[config.mk]
export PLATFORM = sky130hd
export DESIGN_NAME = mpc_config_regs
export DESIGN_NICKNAME = d
export VERILOG_FILES = /design/src/mpc_pkg.sv /design/src/mpc_config_regs.sv /design/src/mpc_shift_param.sv
export SDC_FILE = /design/constraint.sdc
export NUM_CORES = 1
export LEC_CHECK = 0
export BUFFER_PORTS_ARGS = -buffer_cell sky130_fd_sc_hd__clkbuf_2
export CAP_MARGIN = 20
export CELL_PAD_IN_SITES_DETAIL_PLACEMENT = 0
export CELL_PAD_IN_SITES_GLOBAL_PLACEMENT = 1
export CORE_AREA = 2 2 92 94
export CTS_BUF_LIST = sky130_fd_sc_hd__clkbuf_8
export DETAILED_ROUTE_END_ITERATION = 10
export DIE_AREA = 0 0 94 96
export PLACE_DENSITY = 0.77
export SYNTH_ARGS = -nofsm -noshare
export SYNTH_HDL_FRONTEND = slang
export SYNTH_SLANG_ARGS = --single-unit
[constraint.sdc]
create_clock -name i_clk -period 2.1 [get_ports i_clk]
set_input_delay 0.42 -clock i_clk [delete_from_list [all_inputs] [get_ports i_clk]]
set_output_delay 0.42 -clock i_clk [all_outputs]
set_load 0.02 [all_outputs]
[src/mpc_pkg.sv]
// package: register map, field layout and carriers for the motor config bank
package mpc_pkg;

  localparam int MPC_AW = 8;
  localparam int MPC_DW = 16;

  // register addresses and reset values
  localparam logic [7:0]  MPC_ADDR_CFG_A  = 8'h90;
  localparam logic [7:0]  MPC_ADDR_CFG_B  = 8'h91;
  localparam logic [15:0] MPC_RST_CFG_A   = 16'h0000;
  localparam logic [15:0] MPC_RST_CFG_B   = 16'h0000;

  // writable bits; bit 15 of config b is reserved, bit 7 of a is kept
  localparam logic [15:0] MPC_MASK_CFG_A  = 16'hffff;
  localparam logic [15:0] MPC_MASK_CFG_B  = 16'h7fff;

  // field positions
  localparam int MPC_A_DITHER_LSB = 14;
  localparam int MPC_A_TACHOL_LSB = 12;
  localparam int MPC_A_POLE_LSB   = 8;
  localparam int MPC_A_CLKADJ_BIT = 7;
  localparam int MPC_A_RSHIFT_LSB = 4;
  localparam int MPC_A_RMANT_LSB  = 0;
  localparam int MPC_B_KSHIFT_LSB = 12;
  localparam int MPC_B_KMANT_LSB  = 8;
  localparam int MPC_B_ADVSEL_BIT = 7;
  localparam int MPC_B_TSHIFT_LSB = 4;
  localparam int MPC_B_TMANT_LSB  = 0;

  // dither span in percent for each code
  localparam logic [4:0] MPC_DITHER_PCT_1 = 5'd5;
  localparam logic [4:0] MPC_DITHER_PCT_2 = 5'd10;
  localparam logic [4:0] MPC_DITHER_PCT_3 = 5'd15;

  typedef enum logic [1:0] {
    MPC_TACH_BOTH_LOOPS,
    MPC_TACH_CLOSED_ONLY,
    MPC_TACH_CLOSED_FIRST_OPEN,
    MPC_TACH_RESERVED
  } mpc_tach_sel_e;

  typedef struct packed {
    logic [7:0]  addr;
    logic [15:0] wdata;
    logic        wr;
    logic        rd;
  } mpc_bus_req_s;

  typedef struct packed {
    logic [15:0] cfg_a;
    logic [15:0] cfg_b;
    logic [15:0] rdata;
  } mpc_state_s;

  // decoded parameters handed to the motor control logic
  typedef struct packed {
    logic          dither_en;
    logic [4:0]    dither_pct;
    mpc_tach_sel_e tach_openloop_select;
    logic [4:0]    tach_divisor;
    logic          clk_half_adjust;
    logic [10:0]   phase_res;
    logic [10:0]   bemf_const;
    logic          advance_scaling_select;
    logic [10:0]   advance_time;
  } mpc_params_s;

endpackage

[src/mpc_config_regs.sv]
// two motor configuration registers with decoded parameter outputs
// Notes on behaviour
// - dither code selects off, 5, 10, 15 percent
// - tach open-loop select gates tach output
// - tach runs at electrical speed over n+1
// - phase resistance is mantissa shifted by count
// - bemf constant is mantissa shifted by count
// - advance scaling bit picks fixed or scaled, only while a bemf ratio is valid
// - advance time is mantissa shifted by count
// - reserved bit 15 reads zero
// - config b at 0x91, resets zero
// - config a at 0x90, resets zero
//
// Chosen here: the plain strobed port.
`timescale 1ns/100ps
module mpc_config_regs
  import mpc_pkg::*;
(
  // clock and reset
  input  wire logic          i_clk,
  input  wire logic          i_rst_n,
  // register port
  input  wire logic [7:0]    i_addr,
  input  wire logic [15:0]   i_wdata,
  input  wire logic          i_wr,
  input  wire logic          i_rd,
  output      logic [15:0]   o_rdata,
  // motor control status inputs
  input  wire logic          i_closed_loop,
  input  wire logic          i_first_open_loop,
  input  wire logic          i_elec_rev_pulse,
  input  wire logic          i_bemf_ratio_valid,
  // decoded parameters and tach output
  output      mpc_params_s   o_params,
  output      logic          o_tach_output
);

  typedef struct packed {
    mpc_state_s  regs;
    logic [3:0]  tach_cnt;
    logic        tach;
  } mpc_all_s;

  mpc_all_s     st_reg;
  mpc_all_s     st_next;
  mpc_bus_req_s req;
  logic [1:0]   dither_select;
  logic [1:0]   tach_openloop_select;
  logic [3:0]   tach_pole_divider;
  logic         tach_gate;
  logic [10:0]  phase_res;
  logic [10:0]  bemf_const;
  logic [10:0]  advance_time;

  assign req = '{addr: i_addr, wdata: i_wdata, wr: i_wr, rd: i_rd};

  assign dither_select        = st_reg.regs.cfg_a[MPC_A_DITHER_LSB +: 2];
  assign tach_openloop_select = st_reg.regs.cfg_a[MPC_A_TACHOL_LSB +: 2];
  assign tach_pole_divider    = st_reg.regs.cfg_a[MPC_A_POLE_LSB +: 4];

  // tach is allowed to toggle only in the loop phases the code names
  always_comb begin
    unique case (tach_openloop_select)
      2'h0: tach_gate = 1'b1;
      2'h1: tach_gate = i_closed_loop;
      2'h2: tach_gate = i_closed_loop | i_first_open_loop;
      // reserved code keeps tach quiet rather than guess a behaviour
      default: tach_gate = 1'b0;
    endcase
  end

  always_comb begin
    st_next = st_reg;
    st_next.regs.rdata = 16'h0000;
    if (req.wr) begin
      if (req.addr == MPC_ADDR_CFG_A) begin
        st_next.regs.cfg_a = req.wdata & MPC_MASK_CFG_A;
      end else if (req.addr == MPC_ADDR_CFG_B) begin
        st_next.regs.cfg_b = req.wdata & MPC_MASK_CFG_B;
      end
    end
    // unmapped addresses read zero
    if (req.rd) begin
      if (req.addr == MPC_ADDR_CFG_A) begin
        st_next.regs.rdata = st_reg.regs.cfg_a;
      end else if (req.addr == MPC_ADDR_CFG_B) begin
        st_next.regs.rdata = st_reg.regs.cfg_b & MPC_MASK_CFG_B;
      end
    end
    // divide electrical revolutions by n+1, toggling on each wrap
    if (i_elec_rev_pulse && tach_gate) begin
      if (st_reg.tach_cnt >= tach_pole_divider) begin
        st_next.tach_cnt = 4'h0;
        st_next.tach     = ~st_reg.tach;
      end else begin
        st_next.tach_cnt = st_reg.tach_cnt + 4'h1;
      end
    end
  end

  always_ff @(posedge i_clk) begin
    if (!i_rst_n) begin
      st_reg.regs.cfg_a <= MPC_RST_CFG_A;
      st_reg.regs.cfg_b <= MPC_RST_CFG_B;
      st_reg.regs.rdata <= 16'h0000;
      st_reg.tach_cnt   <= 4'h0;
      st_reg.tach       <= 1'b0;
    end else begin
      st_reg <= st_next;
    end
  end

  assign o_rdata       = st_reg.regs.rdata;
  assign o_tach_output = st_reg.tach;

  // software stores resistance pre-encoded; hardware only re-expands it
  mpc_shift_param #(.MW(4), .SW(3)) u_phase_res (
    .i_mantissa (st_reg.regs.cfg_a[MPC_A_RMANT_LSB +: 4]),
    .i_shift    (st_reg.regs.cfg_a[MPC_A_RSHIFT_LSB +: 3]),
    .o_value    (phase_res)
  );

  mpc_shift_param #(.MW(4), .SW(3)) u_bemf_const (
    .i_mantissa (st_reg.regs.cfg_b[MPC_B_KMANT_LSB +: 4]),
    .i_shift    (st_reg.regs.cfg_b[MPC_B_KSHIFT_LSB +: 3]),
    .o_value    (bemf_const)
  );

  mpc_shift_param #(.MW(4), .SW(3)) u_advance_time (
    .i_mantissa (st_reg.regs.cfg_b[MPC_B_TMANT_LSB +: 4]),
    .i_shift    (st_reg.regs.cfg_b[MPC_B_TSHIFT_LSB +: 3]),
    .o_value    (advance_time)
  );

  always_comb begin
    o_params.dither_en = (dither_select != 2'h0);
    unique case (dither_select)
      2'h1: o_params.dither_pct = MPC_DITHER_PCT_1;
      2'h2: o_params.dither_pct = MPC_DITHER_PCT_2;
      2'h3: o_params.dither_pct = MPC_DITHER_PCT_3;
      default: o_params.dither_pct = 5'd0;
    endcase
    o_params.tach_openloop_select = mpc_tach_sel_e'(tach_openloop_select);
    o_params.tach_divisor    = {1'b0, tach_pole_divider} + 5'd1;
    o_params.clk_half_adjust = st_reg.regs.cfg_a[MPC_A_CLKADJ_BIT];
    o_params.phase_res       = phase_res;
    o_params.bemf_const      = bemf_const;
    // scaling applies only once a bemf/phase voltage ratio is available
    o_params.advance_scaling_select =
      st_reg.regs.cfg_b[MPC_B_ADVSEL_BIT] & i_bemf_ratio_valid;
    o_params.advance_time    = advance_time;
  end

endmodule

[src/mpc_shift_param.sv]
// mantissa left-shifted by a three-bit count
`timescale 1ns/100ps
module mpc_shift_param
  import mpc_pkg::*;
#(
  parameter int MW = 4,
  parameter int SW = 3
) (
  // field inputs
  input  wire logic [MW-1:0]            i_mantissa,
  input  wire logic [SW-1:0]            i_shift,
  // scaled value
  output      logic [MW+(1<<SW)-2:0]    o_value
);
  localparam int OW = MW + (1 << SW) - 1;

  assign o_value = OW'({{(OW-MW){1'b0}}, i_mantissa} << i_shift);
endmodule

==> flow_metrics.env <==
export IMPL_r2r_start="st_reg[1]"
export IMPL_place_area_um2=3310
export IMPL_hold_viol=0
export IMPL_avgRoutedWirePerCell_um=13.0
export IMPL_power_density_nw_per_um2=526
export IMPL_antenna_left=0
export IMPL_worstPathArrival_ns=1.54
export IMPL_hp_class="input pin to flip-flop"
export IMPL_cap_violations=0
export IMPL_rsz0062_at_grt="false"
export IMPL_drive_gt1_share_pct=31.1
export IMPL_path_class="flip-flop to output port"
export IMPL_clockBufferDepth=2
export IMPL_rr_worst_depth=6
export IMPL_cp_start_kind="flip-flop"
export IMPL_grt_pass1_wl_um=11300
export IMPL_r2r_end="st_reg[3]"
export IMPL_die_y_um=96
export IMPL_synth_flop_cell="dfxtp_1"
export IMPL_fp_dieW_um=94
export IMPL_grt_use_total_pct=15.6
export IMPL_final_common_cell="clkbuf_2"
export IMPL_drt_iter0_markers=74
export IMPL_via_per_inst=4.79
export IMPL_fp_row_count=33
export IMPL_boundaryPins=97
export IMPL_n_antenna_cell=0
export IMPL_clkTransAtPathRegs_ns=0.10
export IMPL_synth_cell_area_um2=2920
export IMPL_antenna_found_initial=0
export IMPL_clkLatencyLatePin_ns=0.30
export IMPL_p_total_mw=1.81
export IMPL_tns_ns=0
export IMPL_fmax_mhz=509
export IMPL_areaGrowthSynthToFinish_pct=17.9
export IMPL_num_nets_final=458
export IMPL_maxSlewViolCount=0
export IMPL_worst_path_largest_cell_delay_ns=0.42
export IMPL_grt_max_degree=46
export IMPL_post_route_period_util_pct=93.6
export IMPL_numPortBuffers=95
export IMPL_synthArstFlopShare_pct=0
export IMPL_synth_avg_cell_area_um2=8.07
export IMPL_synth_fp_nets=400
export IMPL_critPathSlowestCell="dfxtp_4"
export IMPL_worstPathMaxFanout=12
export IMPL_cts_sinks=52
export IMPL_largest_reg_flops=30
export IMPL_crit_end="o_params[26]"
export IMPL_skew_ns=0.00805
export IMPL_routed_wl_um=6850
export IMPL_root_buffer="clkbuf_8"
export IMPL_regToRegSetupSlack_ns=0.28
export IMPL_finalCoreUtilization_pct=42.8
export IMPL_status="finished, final reports clean"
export IMPL_mostFrequentLayoutCells="clkbuf_2 (95), dfxtp_1 (45), nand2_1 (37), nor2_1 (37), nand3_1 (36)"
export IMPL_globalplace_congestion=0.786
export IMPL_ir_worst_vdd_mv=0.278
export IMPL_ys_seq_area_share_pct=35.6
export IMPL_yosysTopAreaCell="dfxtp_1"
export IMPL_hpwlAfterDp_um=5240
export IMPL_yosysUniqueCellTypes=44
export IMPL_worstPathCellList="mux2_2, o21ai_0, nor2_1, clkbuf_2"
export IMPL_finalCriticalPeriod_ns=1.96
export IMPL_leakagePower_nw=1.46
export IMPL_drt_first_pass_iters=4
export IMPL_core_um2=8050
export IMPL_synth_top_area_share_pct=35.6
export IMPL_overflow=0
export IMPL_cts_tree="done"
export IMPL_start_util_pct=36.3
export IMPL_crit_required_ns=1.68
export IMPL_ys_warn_count=0
export IMPL_h_tree_depth=2
export IMPL_synth_edf_count=0
export IMPL_finalInstanceArea_um2=3450
export IMPL_dieArea_um2=9020
export IMPL_cts_buffers=5
export IMPL_crit_path_end_kind="output port"
export IMPL_critPathLaunch="st_reg[42]"
export IMPL_ys_seq_elements=52
export IMPL_synth_area_top_cells="dfxtp_1 (36%), mux2i_1 (8.6%), nand3_1 (6.2%)"
export IMPL_syn_instance_count=362
export IMPL_vias=2521
export IMPL_setup_violations=0
export IMPL_route_detailed_drc=0
export IMPL_first_global_vias=2317
## final cells by class
cell class	count	area, um^2
tap	105	131
sequential	52	1060
fill	847	4610
clock inverter	2	38.8
timing repair buffer	102	541
clock buffer	6	82.6
multi-input combinational	247	1550
inverter	12	45.0
## synth_stat cells, types with 2 or more instances
master,number
dfxtp_1,52
o31ai_1,6
nor4b_1,3
a22o_1,3
nor2b_1,6
nor3b_2,2
o22a_1,2
inv_1,12
nand3_1,36
nor3_1,5
a22oi_1,3
buf_2,11
mux2i_1,25
o21ai_1,22
nand2b_4,2
o22ai_1,2
nor2_1,37
nand3b_1,2
mux2_2,3
o211ai_1,3
buf_4,22
buf_1,3
a21oi_1,3
nand2b_1,5
clkbuf_1,15
nand2_1,37
a31oi_1,2
ha_1,6
o21ai_0,17
## how the worst min path moves through the flow
stage                        from                to  slack [ns]  depth (start not counted)
floorplan              st_reg[28]        st_reg[28]        0.44                          2
global placement    o_tach_output     o_tach_output        0.46                          2
detailed placement  o_tach_output     o_tach_output        0.47                          2
CTS                   i_wdata[15]  dither_select[1]        0.32                          3
global route          i_wdata[15]  dither_select[1]        0.35                          3
finish                i_wdata[15]  dither_select[1]        0.33                          3
## cell families after synthesis
family,after synthesis,share of synthesized area [%]
buffers and inverters,63,11.4
AOI/OAI and AO/OA,66,14.8
other,1,0.128
and+or+nand+nor,144,25.2
adders and majority gates,6,2.57
DFF,52,35.6
xor gates and xnor gates,2,0.600
muxes,28,9.72
## report_power, final
part / total, mW / internal (mW) / switching [mW]
Clock: 0.719 / 0.390 / 0.329
Sequential: 0.987 / 0.984 / 0.00289
Combinational: 0.108 / 0.0468 / 0.0613
## timing repair
item                       CTS  global route
buffers inserted             0             0
hold buffers                 0             0
gates cloned                 0             0
setup endpoints to repair    7            17
gates resized for setup      3             8
## metal layers
metal  vias to the layer above  GRT usage (%)  part of all wire, %
li1                       1335              -                    -
met1                      1117           22.9                   51
met2                        64           23.3                   43
met3                         5           3.05                  5.5
met4                         0           4.11                  1.0
met5                         -              0                    0
## metrics by stage
step	setup slack (ns)	std cells	hold slack, ns
after floorplan	0.232	362	0.445
after global placement	0.316	518	0.462
after detailed placement	0.285	518	0.474
after CTS	0.0329	526	0.325
after global routing	0.00990	526	0.346
final	0.135	526	0.332
## critical path, delay by kind of cell (launching register included)
family	cells	cell delay, ns
AOI/OAI and AO/OA	1	0.22
buffers and inverters	1	0.16
DFF	1	0.42
muxes	1	0.37
and+or+nand+nor	1	0.07
Note: power is estimated with default switching activity, not from simulation.
